**src/mic_regs.svh**
```systemverilog
`ifndef MIC_REGS_SVH
`define MIC_REGS_SVH

// ==========================================
// io data addresses
`define MIC_ADDR_PA_CMP 8'h74
`define MIC_ADDR_PA_MASK 8'h75
`define MIC_ADDR_SW_MASK 8'h76
`define MIC_ADDR_PB_CTL 8'h77
`define MIC_ADDR_TMR_MASK 8'h78
`define MIC_ADDR_TMR_FLAG 8'h79
`define MIC_ADDR_PS_FLAG 8'h7A

// ==========================================
// field positions
`define MIC_PB_MASK_BIT 2
`define MIC_PB_CMP_BIT 1
`define MIC_PB_PIN_BIT 0
`define MIC_STEP_PB 0
`define MIC_STEP_PA 1
`define MIC_STEP_TMR 2
`define MIC_STEP_SW 3

// ==========================================
// reset values and timing
`define MIC_RST_NIBBLE 4'h0
`define MIC_ENTRY_CYCLES 12
`define MIC_STACK_WORDS 3
`define MIC_VEC_PAGE 4'h1
`define MIC_VEC_MID 4'h0

`endif

```
**src/mic_pkg.sv**
```systemverilog
package mic_pkg;
	// ==========================================
	// port and stopwatch flag nibble layout
	typedef struct packed {
		logic port_b;
		logic port_a;
		logic sw_1hz;
		logic sw_10hz;
	} mic_ps_flags_t;

	// ==========================================
	// cpu entry signals
	typedef struct packed {
		logic push;
		logic load;
		logic [11:0] vector;
	} mic_entry_t;

	typedef enum logic [0:0] {MIC_IDLE, MIC_ENTRY} mic_state_t;
endpackage

```
**src/mic_interrupt_control.sv**
```systemverilog
// Function
// - port A flag sets when masked pins go from matching compare to mismatching
// - port B flag sets on the pin edge chosen by its compare bit
// - request only when flag and mask are one and global enable is one
// - factor flags are read only and clear when their register is read
// - timer and stopwatch flags set even while their masks are zero
// - accepting an interrupt clears the global enable flag
// - entry pushes three stack words and loads the vector after 12 cycles
// - vector step bits: port B, port A, timer, stopwatch, in page one
// - vector slots start at 101H, one per nonzero step, ascending
// - enable instruction sets global enable, pending requests may then wake
// - timer falling edges set 079H flags, stopwatch set 07AH low flags
// - halt stops the cpu clock, an accepted interrupt restarts it
`timescale 1ns/1ps
`include "mic_regs.svh"

module mic_interrupt_control
	import mic_pkg::*;
(
	// clock and reset
	input wire logic clock,
	input wire logic rst_n,
	// io data bus from cpu
	input wire logic [7:0] io_addr,
	input wire logic io_wr,
	input wire logic io_rd,
	input wire logic [3:0] io_wdata,
	output logic [3:0] io_rdata_r,
	// factor sources
	input wire logic [3:0] port_a_pins,
	input wire logic port_b_pin,
	input wire logic [2:0] clock_pulses,
	input wire logic [1:0] stopwatch_pulses,
	// cpu instructions
	input wire logic irq_unmask_all_instr,
	input wire logic irq_mask_all_instr,
	input wire logic halt_instr,
	// cpu control
	output logic gie_r,
	output logic halt_r,
	output logic busy_r,
	output logic [3:0] vector_step_r,
	output mic_entry_t entry_r
);

	// ==========================================
	// storage
	logic [3:0] pa_cmp_r;
	logic [3:0] port_a_masks_r;
	logic [1:0] stopwatch_masks_r;
	logic port_b_mask_r;
	logic port_b_cmp_r;
	logic [2:0] clock_pulse_masks_r;
	logic [2:0] clock_pulse_flags_r;
	mic_ps_flags_t ps_flags_r;
	logic pa_match_r;
	logic pb_prev_r;
	logic [2:0] tmr_prev_r;
	logic [1:0] sw_prev_r;
	logic init_r;
	mic_state_t state_r;
	logic [3:0] cnt_r;

	// ==========================================
	// decode
	function automatic logic hit(input logic [7:0] a, input logic [7:0] b);
		hit = (a == b);
	endfunction

	logic rd_tmr, rd_ps, pa_match, pa_set, pb_set, accept;
	logic [2:0] tmr_set;
	logic [1:0] sw_set;
	logic [3:0] group_req;

	assign rd_tmr = io_rd && hit(io_addr, `MIC_ADDR_TMR_FLAG);
	assign rd_ps = io_rd && hit(io_addr, `MIC_ADDR_PS_FLAG);
	assign pa_match = (((port_a_pins ^ pa_cmp_r) & port_a_masks_r) == 4'h0);
	assign pa_set = init_r && pa_match_r && !pa_match;
	assign pb_set = init_r && (port_b_cmp_r ? (pb_prev_r && !port_b_pin)
		: (!pb_prev_r && port_b_pin));
	assign tmr_set = {3{init_r}} & tmr_prev_r & ~clock_pulses;
	assign sw_set = {2{init_r}} & sw_prev_r & ~stopwatch_pulses;

	// ==========================================
	// group requests and acceptance
	always_comb begin
		group_req = 4'h0;
		group_req[`MIC_STEP_PB] = ps_flags_r.port_b && port_b_mask_r;
		group_req[`MIC_STEP_PA] = ps_flags_r.port_a && (|port_a_masks_r);
		group_req[`MIC_STEP_TMR] = |(clock_pulse_flags_r & clock_pulse_masks_r);
		group_req[`MIC_STEP_SW] = |({ps_flags_r.sw_1hz, ps_flags_r.sw_10hz}
			& stopwatch_masks_r);
	end

	assign accept = (state_r == MIC_IDLE) && gie_r && (group_req != 4'h0);

	// ==========================================
	// sample history
	always_ff @(posedge clock) begin
		if (!rst_n) begin
			init_r <= 1'b0;
			pa_match_r <= 1'b0;
			pb_prev_r <= 1'b0;
			tmr_prev_r <= 3'h0;
			sw_prev_r <= 2'h0;
		end else begin
			init_r <= 1'b1;
			pa_match_r <= pa_match;
			pb_prev_r <= port_b_pin;
			tmr_prev_r <= clock_pulses;
			sw_prev_r <= stopwatch_pulses;
		end
	end

	// ==========================================
	// writable registers
	always_ff @(posedge clock) begin
		if (!rst_n) begin
			pa_cmp_r <= `MIC_RST_NIBBLE;
			port_a_masks_r <= `MIC_RST_NIBBLE;
			stopwatch_masks_r <= 2'h0;
			port_b_mask_r <= 1'b0;
			port_b_cmp_r <= 1'b0;
			clock_pulse_masks_r <= 3'h0;
		end else if (io_wr) begin
			case (io_addr)
				`MIC_ADDR_PA_CMP: pa_cmp_r <= io_wdata;
				`MIC_ADDR_PA_MASK: port_a_masks_r <= io_wdata;
				`MIC_ADDR_SW_MASK: stopwatch_masks_r <= io_wdata[1:0];
				`MIC_ADDR_PB_CTL: begin
					port_b_mask_r <= io_wdata[`MIC_PB_MASK_BIT];
					port_b_cmp_r <= io_wdata[`MIC_PB_CMP_BIT];
				end
				`MIC_ADDR_TMR_MASK: clock_pulse_masks_r <= io_wdata[2:0];
				default: ;
			endcase
		end
	end

	// ==========================================
	// factor flags, set wins over read clear
	always_ff @(posedge clock) begin
		if (!rst_n) begin
			clock_pulse_flags_r <= 3'h0;
		end else begin
			clock_pulse_flags_r <= (rd_tmr ? 3'h0 : clock_pulse_flags_r) | tmr_set;
		end
	end

	always_ff @(posedge clock) begin
		if (!rst_n) begin
			ps_flags_r <= mic_ps_flags_t'(`MIC_RST_NIBBLE);
		end else begin
			ps_flags_r <= (rd_ps ? mic_ps_flags_t'(4'h0) : ps_flags_r)
				| mic_ps_flags_t'({pb_set, pa_set, sw_set});
		end
	end

	// ==========================================
	// read data
	always_ff @(posedge clock) begin
		if (!rst_n) begin
			io_rdata_r <= `MIC_RST_NIBBLE;
		end else if (io_rd) begin
			case (io_addr)
				`MIC_ADDR_PA_CMP: io_rdata_r <= pa_cmp_r;
				`MIC_ADDR_PA_MASK: io_rdata_r <= port_a_masks_r;
				`MIC_ADDR_SW_MASK: io_rdata_r <= {2'h0, stopwatch_masks_r};
				`MIC_ADDR_PB_CTL: io_rdata_r <= {1'b0, port_b_mask_r, port_b_cmp_r, port_b_pin};
				`MIC_ADDR_TMR_MASK: io_rdata_r <= {1'b0, clock_pulse_masks_r};
				`MIC_ADDR_TMR_FLAG: io_rdata_r <= {1'b0, clock_pulse_flags_r};
				`MIC_ADDR_PS_FLAG: io_rdata_r <= ps_flags_r;
				default: io_rdata_r <= 4'h0;
			endcase
		end
	end

	// ==========================================
	// global enable flag
	always_ff @(posedge clock) begin
		if (!rst_n) begin
			gie_r <= 1'b0;
		end else if (accept) begin
			gie_r <= 1'b0;
		end else if (irq_unmask_all_instr) begin
			gie_r <= 1'b1;
		end else if (irq_mask_all_instr) begin
			gie_r <= 1'b0;
		end
	end

	// ==========================================
	// halt and wake
	always_ff @(posedge clock) begin
		if (!rst_n) begin
			halt_r <= 1'b0;
		end else if (accept) begin
			halt_r <= 1'b0;
		end else if (halt_instr) begin
			halt_r <= 1'b1;
		end
	end

	// ==========================================
	// entry sequencer
	always_ff @(posedge clock) begin
		if (!rst_n) begin
			state_r <= MIC_IDLE;
			cnt_r <= 4'h0;
			busy_r <= 1'b0;
			vector_step_r <= 4'h0;
		end else begin
			case (state_r)
				MIC_IDLE: begin
					if (accept) begin
						state_r <= MIC_ENTRY;
						cnt_r <= 4'h0;
						busy_r <= 1'b1;
						vector_step_r <= group_req;
					end
				end
				MIC_ENTRY: begin
					cnt_r <= cnt_r + 4'h1;
					if (cnt_r == 4'(`MIC_ENTRY_CYCLES - 1)) begin
						state_r <= MIC_IDLE;
						busy_r <= 1'b0;
					end
				end
				default: state_r <= MIC_IDLE;
			endcase
		end
	end

	always_ff @(posedge clock) begin
		if (!rst_n) begin
			entry_r <= '0;
		end else begin
			entry_r.push <= accept || (state_r == MIC_ENTRY
				&& cnt_r < 4'(`MIC_STACK_WORDS - 1));
			entry_r.load <= (state_r == MIC_ENTRY)
				&& (cnt_r == 4'(`MIC_ENTRY_CYCLES - 2));
			entry_r.vector <= {`MIC_VEC_PAGE, `MIC_VEC_MID, vector_step_r};
		end
	end

	// ==========================================
	// entry length watch
	logic [3:0] busy_len_r;
	always_ff @(posedge clock) begin
		if (!rst_n) begin
			busy_len_r <= 4'h0;
		end else if (busy_r) begin
			busy_len_r <= busy_len_r + 4'h1;
		end else begin
			busy_len_r <= 4'h0;
		end
	end
endmodule

```
**config.mk**
```make
export PLATFORM = sky130hd
export DESIGN_NAME = mic_interrupt_control
export DESIGN_NICKNAME = d
export VERILOG_FILES = /design/src/mic_pkg.sv /design/src/mic_interrupt_control.sv
export VERILOG_INCLUDE_DIRS = /design/src
export SDC_FILE = /design/constraint.sdc
export NUM_CORES = 1
export LEC_CHECK = 0
export BUFFER_PORTS_ARGS = -buffer_cell sky130_fd_sc_hd__buf_2
export CORE_MARGIN = 2
export CORE_UTILIZATION = 53
export DETAILED_ROUTE_END_ITERATION = 8
export GPL_TIMING_DRIVEN = 0
export PLACE_DENSITY = 0.79
export SETUP_SLACK_MARGIN = 0.1
export SYNTH_ARGS = -nofsm -noshare
export SYNTH_HDL_FRONTEND = slang
export SYNTH_SLANG_ARGS = --single-unit
```
**constraint.sdc**
```tcl
create_clock -name clock -period 1.7 [get_ports clock]
set_input_delay 0.17 -clock clock [delete_from_list [all_inputs] [get_ports clock]]
set_output_delay 0.17 -clock clock [all_outputs]
set_load 0.05 [all_outputs]
```
==> results of run 1 <==
==> power by group through the flow <==
| stage | Sequential [µW] | Clock (µW) | Combinational, µW |
|---|---|---|---|
| after floorplan | 1290 | 0 | 129 |
| after global placement | 1280 | 0 | 209 |
| after detailed placement | 1280 | 0 | 212 |
| after CTS | 1250 | 713 | 212 |
| after global routing | 1250 | 754 | 231 |
| final | 1250 | 702 | 213 |
==> worst paths after layout <==
| check | cells past startpoint | slack, ps | endpoint | start |
|---|---|---|---|---|
| worst min register to register | 2 | 460 | entry_r[3]$_SDFF_PN0_ | vector_step_r[3]$_SDFFE_PN0P_ |
| worst max-delay path | 6 | 150 | cnt_r[1]$_SDFFE_PN0P_ | clock_pulse_flags_r[0]$_SDFF_PN0_ |
| worst max register to register | 6 | 150 | cnt_r[1]$_SDFFE_PN0P_ | clock_pulse_flags_r[0]$_SDFF_PN0_ |
| worst min-delay path | 3 | 60 | halt_r$_SDFFE_PP0P_ | halt_instr |
==> Yosys cell counts (4+ instances only) <==
master | n | area share, %
clkbuf_1 | 6 | 0.97
buf_4 | 9 | 2.9
xor2_1 | 5 | 1.9
nor2b_1 | 5 | 1.3
nand4_1 | 8 | 2.1
mux2i_1 | 20 | 8.6
mux2_2 | 4 | 1.9
and2_1 | 9 | 2.4
nand2_1 | 14 | 2.3
nor2_1 | 39 | 6.3
nand3b_1 | 6 | 1.9
a21oi_1 | 12 | 2.6
dfxtp_1 | 52 | 45
nand2b_1 | 6 | 1.6
o21ai_0 | 7 | 1.5
a211oi_1 | 4 | 1.3
inv_1 | 5 | 0.81
nor3_1 | 4 | 0.86
==> through the flow <==
stage | utilization [%] | cells | instance area [µm²] | total power [µW]
CTS | 64.2 | 367 | 2760 | 2180
floorplan | - | 260 | 2350 | 1410
global placement | 61.6 | 357 | 2640 | 1490
finish | 64.3 | 367 | 2760 | 2170
global route | 64.3 | 367 | 2760 | 2240
detailed placement | 61.6 | 357 | 2640 | 1490
==> area by class of cell <==
cell class	instances	area [µm²]	area share [%]
buffer	17	98.8	3.58
clock buffer	6	72.6	2.63
clock inverter	2	13.8	0.498
inverter	5	18.8	0.679
multi-input combinational	186	1200	43.6
sequential	52	1040	37.8
tap	52	65.1	2.36
timing repair buffer	47	244	8.83
==> per-layer routing <==
metal / up-vias / share of wire, % / track usage, %
li1: 1001 / - / -
met1: 892 / 46 / 26.4
met2: 73 / 46 / 35.3
met3: 13 / 5.9 / 5.05
met4: 0 / 2.5 / 12.2
met5: - / 0 / 0
==> registers in the layout, indices dropped and copies added (netlist names) <==
register	count
entry_r	7
cnt_r	4
io_rdata_r	4
pa_cmp_r	4
port_a_masks_r	4
ps_flags_r	4
vector_step_r	4
clock_pulse_flags_r	3
clock_pulse_masks_r	3
tmr_prev_r	3
stopwatch_masks_r	2
sw_prev_r	2
busy_r	1
gie_r	1
halt_r	1
pa_match_r	1
pb_prev_r	1
port_b_cmp_r	1
port_b_mask_r	1
state_r	1
==> cells by family (layout without fill, tap and decap cells) <==
family,count (synthesis),after routing,share of synthesized area [%]
adders and majority gates,2,2,1.07
AOI/OAI and AO/OA,39,39,12.0
buffers and inverters,22,77,5.05
and+or+nand+nor,109,109,24.7
muxes,24,24,10.5
xor gates and xnor gates,5,5,1.88
other,1,7,0.161
DFF,52,52,44.7
==> what timing repair did <==
item / in CTS / in global routing
buffers inserted: 2 / 0
resized for setup: 1 / 3
pin swaps: 2 / 2
setup endpoints to repair: 13 / 4
==> worst max-delay path, stage by stage (launching register included) <==
cell and delay [ps]:
dfxtp_1 360, a222oi_1 320, buf_4 180, a41oi_2 110
buf_6 170, nand2b_4 160, a211oi_2 180
==> metrics.yaml, run 1 <==
outcome:
  status: "completed"
timing:
  fmaxAchievable_mhz: 646
  hold_viol: 0
  period_minus_slack_ps: 1550
  worst_slack_ps: 152
  whs_ps: 62.9
  max_slew_margin_pct: 66.5
  rsz0062_at_grt: "no"
  setup_viol: 0
  slew_viol_final: 0
  clock_skew_ps: 15.5
  worst_pin_slew_ps: 502
  setup_tns_ps: 0
  post-route-period-util_pct: 91.0
floorplanning:
  initial_core_util_pct: 54.3
  dieHeight_um: 70.3
  num_rows: 24
  core_mm2: 0.00429
  die_w_um: 70.3
  ios: 54
  die_area_mm2: 0.00494
place:
  io_buffers: 45
  gp_congestion: 0.890
  pre_cts_slack_ps: -138
  dpl.hpwl_um: 3890
pwr:
  power_density_mw_per_mm2: 784
  p_seq_share_pct: 57.8
  switching_share_pct: 25.8
  leakage_uw: 0.00128
  irDropWorstVdd_uv: 528
  clkPwrFrac_pct: 32.4
  p_sw_uw: 559
  intPower_uw: 1610
  pwr-share-comb_pct: 9.8
yosys:
  synth_enable_flop_cells: 0
  ys_async_sr_fraction_pct: 0
  netlist_instances: 254
  synth.avg_cell_area_um2: 9.17
  synth_cell_types: 47
  synthFlopType: "dfxtp_1"
  ys_warn_count: 0
  ys_ff_latch: 52
  netlist_area_mm2: 0.00233
  ys_seq_area_share_pct: 44.7
global_routing:
  grt_first_pass_wirelength_um: 8420
  grt_max_degree: 17
  grt_pass1_vias: 1875
  grt_overflow_total: 0
  track_usage_pct: 21.8
  antenna_found_initial: 0
run:
  maxCapViolations: 0
detailed_routing:
  drtPass1Iterations: 4
  drc: 0
  num_vias: 1979
  drt-total-wl_um: 5200
  wl_per_cell_um: 14.2
  viasPerCell: 5.39
  drt-initial-drc-count: 144
  ant_nets: 0
min_path:
  holdCritPathClass: "in2reg"
clock_network:
  clock-sinks: 52
  cts_root_buffer: "clkbuf_8"
  cts_made_buffers: 5
  htreeDepth: 2
  hold_buffers: 0
  worstSkewPairLatency_ps: 310
  cts_tree: "built"
  cts.path.max_buffers: 2
  clkSlewWorstSetupHoldPaths_ps: 90
cells_and_area:
  layout_commonest_cell: "dfxtp_1"
  layout-drive-gt1-share_pct: 24.1
  diodes: 0
  areaGrowthSynthToFinish_pct: 18.6
  fillerInstances: 378
  nets: 345
  most-common-layout-cells: "dfxtp_1 (49), buf_2 (46), nor2_1 (39)"
worst_setup_path:
  end_kind: "register"
  path_max_fanout: 10
  required_ps: 1940
  cp-start-kind: "register"
  arrival_ps: 1790
  path_class: "reg2reg"
No activity file was read; power rests on OpenSTA's default activity.
==> run 2, diff against run 1 <==
==> constraint.sdc (replaced) <==
create_clock -name clock -period 1.7 [get_ports clock]
set_input_delay 0.085 -clock clock [delete_from_list [all_inputs] [get_ports clock]]
set_output_delay 0.085 -clock clock [all_outputs]
set_load 0.05 [all_outputs]
==> metrics.yaml, run 2 (synthesis results as in run 1) <==
global_routing:
  met2_usage_pct: 36.2  # +0.84 points
  grt_max_degree: 17  # unchanged
  track_usage_pct: 22.1  # +0.30 points
  grt_pass1_vias: 1903  # +1.5%
  grt_use_met3_pct: 5.05  # unchanged
  grt_first_pass_wirelength_um: 8540  # +1.4%
  top_usage_layer: "met2"
  met1_usage_pct: 26.6  # +0.18 points
  antenna_found_initial: 0  # unchanged
  grt_overflow_total: 0  # unchanged
floorplanning:
  die_w_um: 70.3  # unchanged
  ios: 54  # unchanged
  die_area_mm2: 0.00494  # unchanged
  core_mm2: 0.00429  # unchanged
  dieHeight_um: 70.3  # unchanged
  num_rows: 24  # unchanged
  initial_core_util_pct: 54.3  # unchanged
clock_network:
  cts.path.max_buffers: 2  # unchanged
  worstSkewPairLatency_ps: 310  # about the same
  clkSlewWorstSetupHoldPaths_ps: 90  # about the same
  cts_made_buffers: 5  # unchanged
  htreeDepth: 2  # unchanged
  cts_root_buffer: "clkbuf_8"
  cts_tree: "built"
  clock-sinks: 52  # unchanged
timing:
  rsz0062_at_grt: "no"
  slew_viol_final: 0  # unchanged
  max_slew_margin_pct: 66.1  # -0.43 points
  hold_viol: 0  # unchanged
  fmaxAchievable_mhz: 646  # about the same
  period_minus_slack_ps: 1550  # +1.02 ps
  clock_skew_ps: 14.0  # -1.54 ps
  setup_viol: 0  # unchanged
  worst_pin_slew_ps: 508  # +6.51 ps
  post-route-period-util_pct: 91.1  # about the same
  worst_slack_ps: 151  # -1.02 ps
detailed_routing:
  drt-initial-drc-count: 167  # +16%
  num_vias: 1997  # +0.91%
  viasPerCell: 5.33  # -1.2%
  drt-total-wl_um: 5290  # +1.9%
  drtPass1Iterations: 4  # unchanged
  drc: 0  # unchanged
  wl_per_cell_um: 14.1  # -0.31%
  ant_nets: 0  # unchanged
pwr:
  leakage_uw: 0.00131  # +2.6%
  power_density_mw_per_mm2: 769  # -1.9%
  totalPowerFinal_uw: 2190  # +0.96%
  irDropWorstVdd_uv: 532  # +0.75%
cells_and_area:
  areaGrowthSynthToFinish_pct: 22.0
  regMostFlops: "entry_r"
  diodes: 0  # unchanged
  layout-drive-gt1-share_pct: 23.5  # -0.60 points
  largest_reg_flops: 7  # unchanged
  layout_commonest_cell: "dfxtp_1"
  design_area_mm2: 0.00284  # +2.9%
  most-common-layout-cells: "dfxtp_1 (49), buf_2 (46), nor2_1 (39)"
  nets: 353  # +2.3%
  post-route-util_pct: 66.2  # +1.9 points
min_path:
  holdCritPathClass: "in2reg"
place:
  pre_cts_slack_ps: -138  # unchanged
  gp_congestion: 0.890  # unchanged
  io_buffers: 45  # unchanged
  place_area_mm2: 0.00264  # unchanged
  dpl.hpwl_um: 3890  # unchanged
worst_setup_path:
  end_kind: "register"
  path_max_fanout: 10  # unchanged
  path_class: "reg2reg"
  arrival_ps: 1790  # about the same
  cp-start-kind: "register"
  required_ps: 1940  # about the same
run:
  maxCapViolations: 0  # unchanged
outcome:
  status: "completed"
==> run 2: cell types whose count changed in the layout (fill, tap and decap cells not counted), sizes merged <==
cell         before  now
dlygate4sd3       0    8
==> run 2: area by class of cell <==
type	count	area (µm²)
buffer	17	98.8
clock buffer	6	72.6
inverter	5	18.8
multi-input combinational	186	1200
tap	52	65.1
fill	376	1450
clock inverter	2	13.8
timing repair buffer	55	324
sequential	52	1040
==> run 2: path summary, 6_finish.rpt <==
check / start / slack (ps) / endpoint / depth (start not counted)
hold reg to reg: vector_step_r[3]$_SDFFE_PN0P_ / 460 / entry_r[3]$_SDFF_PN0_ / 2
setup reg to reg: clock_pulse_flags_r[0]$_SDFF_PN0_ / 150 / cnt_r[1]$_SDFFE_PN0P_ / 6
setup / recovery: clock_pulse_flags_r[0]$_SDFF_PN0_ / 150 / cnt_r[1]$_SDFFE_PN0P_ / 6
hold / removal: rst_n / 20 / entry_r[8]$_DFF_P_ / 1
==> run 2: routing by layer <==
metal / share of wire, % / routed length, µm
met1: 46 / 2410
met2: 47 / 2470
met3: 5.3 / 278
met4: 2.5 / 131
met5: 0 / 0
==> run 2: through the flow <==
| stage | cells | setup TNS [ps] | hold WS [ps] |
|---|---|---|---|
| global route | 375 | 0 | 11.8 |
| floorplan | 260 | 0 | 113 |
| finish | 375 | 0 | 17.6 |
| detailed placement | 357 | -520 | 299 |
| global placement | 357 | -299 | 290 |
| CTS | 375 | 0 | 16.0 |
==> run 2: what timing repair did <==
| action | CTS | global route |
|---|---|---|
| setup buffers | 2 | 0 |
| hold endpoints to repair | 8 | 0 |
| cloned | 0 | 0 |
| endpoints found under the setup margin | 13 | 4 |
| hold buffers | 8 | 0 |
| pin swaps | 2 | 2 |
| gates resized for setup | 1 | 3 |
==> run 2: worst max-delay path: stages, from the launching register on <==
cell and delay [ps]:
dfxtp_1 360, a222oi_1 320, buf_4 180, a41oi_2 110
buf_6 170, nand2b_4 160, a211oi_2 180
==> run 2: where the power goes <==
group / leakage (µW) / switching, µW / internal, µW
Clock: 0.0000456 / 414 / 294
Combinational: 0.000842 / 140 / 87.4
Sequential: 0.000424 / 13.7 / 1240
==> run 3, diff against run 2 <==
--- a/config.mk
+++ b/config.mk
@@ -7,7 +7,7 @@
 export NUM_CORES = 1
 export LEC_CHECK = 0
 export BUFFER_PORTS_ARGS = -buffer_cell sky130_fd_sc_hd__buf_2
-export CORE_MARGIN = 2
+export CORE_MARGIN = 10
 export CORE_UTILIZATION = 53
 export DETAILED_ROUTE_END_ITERATION = 8
 export GPL_TIMING_DRIVEN = 0
==> metrics.yaml, run 3 (synthesis results as in run 1) <==
outcome:
  status: "completed"
run:
  maxCapViolations: 0  # unchanged
floorplanning:
  die_area_mm2: 0.00745  # +51%
  num_rows: 24  # unchanged
  initial_core_util_pct: 54.3  # unchanged
  die_w_um: 86.3  # +23%
  dieHeight_um: 86.3  # +23%
  core_mm2: 0.00429  # unchanged
  ios: 54  # unchanged
cells_and_area:
  fin_cells: 377  # +0.53%
  nets: 355  # +0.57%
  design_area_mm2: 0.00286  # +0.75%
  post-route-util_pct: 66.7  # +0.50 points
  layout-drive-gt1-share_pct: 24.3  # +0.78 points
  areaGrowthSynthToFinish_pct: 22.9
  largest_reg_flops: 7  # unchanged
  regMostFlops: "entry_r"
  most-common-layout-cells: "dfxtp_1 (50), buf_2 (46), nor2_1 (39)"
  layout_commonest_cell: "dfxtp_1"
  diodes: 0  # unchanged
global_routing:
  grt_use_met3_pct: 5.16  # +0.11 points
  antenna_found_initial: 0  # unchanged
  met1_usage_pct: 17.8  # -8.8 points
  top_usage_layer: "met2"
  grt_first_pass_wirelength_um: 9160  # +7.4%
  grt_overflow_total: 0  # unchanged
  grt_max_degree: 17  # unchanged
  met2_usage_pct: 24.3  # -12 points
  grt_pass1_vias: 1943  # +2.1%
  track_usage_pct: 14.9  # -7.1 points
detailed_routing:
  wl_per_cell_um: 14.9  # +5.9%
  num_vias: 2027  # +1.5%
  drc: 0  # unchanged
  viasPerCell: 5.38  # +0.96%
  drtPass1Iterations: 4  # unchanged
  drt-initial-drc-count: 218  # +31%
  ant_nets: 0  # unchanged
  drt-total-wl_um: 5640  # +6.5%
timing:
  worst_pin_slew_ps: 553  # +44.3 ps
  post-route-period-util_pct: 94.1  # +3.0 points
  period_minus_slack_ps: 1600  # +51.4 ps
  setup_viol: 0  # unchanged
  rsz0062_at_grt: "yes"
  clock_skew_ps: 10.1  # -3.85 ps
  hold_viol: 0  # unchanged
  max_slew_margin_pct: 63.2  # -3.0 points
  whs_ps: 17.3  # -0.282 ps
  slew_viol_final: 0  # unchanged
  worst_slack_ps: 99.9  # -51.4 ps
  fmaxAchievable_mhz: 625  # -3.2%
pwr:
  power_density_mw_per_mm2: 777  # +1.1%
  irDropWorstVdd_uv: 405  # -24%
  leakage_uw: 0.00133  # +1.2%
worst_setup_path:
  critPathSlowestCell: "o41ai_4"
  critPathTopFamily: "compound AO/OA/AOI/OAI gates"
  cp.buffers_inverters: 2  # unchanged
  cp_cell_sequence: "o41ai_4 > a41oi_2 > buf_6 > buf_4 > a21oi_1 > nor2_1"
  path_class: "reg2reg"
  path_max_fanout: 7  # -3
  slowest_delay_ps: 450  # +90 ps
  cp-start-kind: "register"
  arrival_ps: 1790  # about the same
  end_kind: "register"
  required_ps: 1890  # -50 ps
  rrSetupSlack_ps: 100  # -50 ps
clock_network:
  cts_root_buffer: "clkbuf_8"
  clock-sinks: 52  # unchanged
  cts_tree: "built"
  cts_made_buffers: 5  # unchanged
  cts.path.max_buffers: 2  # unchanged
  clkSlewWorstSetupHoldPaths_ps: 90  # about the same
  htreeDepth: 2  # unchanged
  worstSkewPairLatency_ps: 310  # about the same
place:
  gp_congestion: 0.889  # -0.18%
  dpl.hpwl_um: 4280  # +10%
  io_buffers: 45  # unchanged
  pre_cts_slack_ps: -132  # +6.61 ps
  dp_cells: 357  # unchanged
  place_area_mm2: 0.00264  # unchanged
min_path:
  holdCritPathClass: "in2reg"
-- run 3: repair_timing --
item	in CTS	in global routing
hold buffers	7	0
resized for setup	1	2
pin swaps	2	3
hold endpoints to repair	7	0
buffers inserted	3	2
gates cloned	0	0
setup endpoints to repair	13	8
-- run 3: power by group --
group          internal (µW)  leakage, µW  total [µW]  switching (µW)
Sequential              1240     0.000423        1250            13.7
Combinational           85.9     0.000852         228             142
Clock                    334    0.0000516         747             414
Total                   1660      0.00133        2230             569
-- run 3: area by class of cell --
class | count | area, µm²
plain buffers | 17 | 98.8
clock buffers | 6 | 82.6
clock inverters | 2 | 13.8
fillers | 358 | 1430
inverters | 5 | 18.8
multi-input cells | 186 | 1200
flip-flops and latches | 52 | 1040
well taps | 52 | 65.1
repair buffers | 57 | 337
-- run 3: per-stage QoR --
step | total power (µW) | TNS, ps
after global routing | 2300 | 0
after detailed placement | 1490 | -460
after CTS | 2240 | 0
after floorplan | 1410 | 0
after global placement | 1490 | -184
final | 2230 | 0
-- run 3: layer usage --
layer,wire [µm],part of all wire [%]
met1,2480,44
met2,2610,46
met3,447,7.9
met4,99,1.8
met5,0,0
-- run 3: final timing paths --
| path | cells after the start | endpoint | start |
|---|---|---|---|
| worst max-delay path | 6 | busy_r$_SDFFE_PN0P_ | port_a_masks_r[3]$_SDFFE_PN0P_ |
| worst min-delay path | 1 | entry_r[8]$_DFF_P_ | rst_n |
| worst max register to register | 6 | busy_r$_SDFFE_PN0P_ | port_a_masks_r[3]$_SDFFE_PN0P_ |
| worst min register to register | 2 | entry_r[0]$_SDFF_PN0_ | vector_step_r[0]$_SDFFE_PN0P_ |
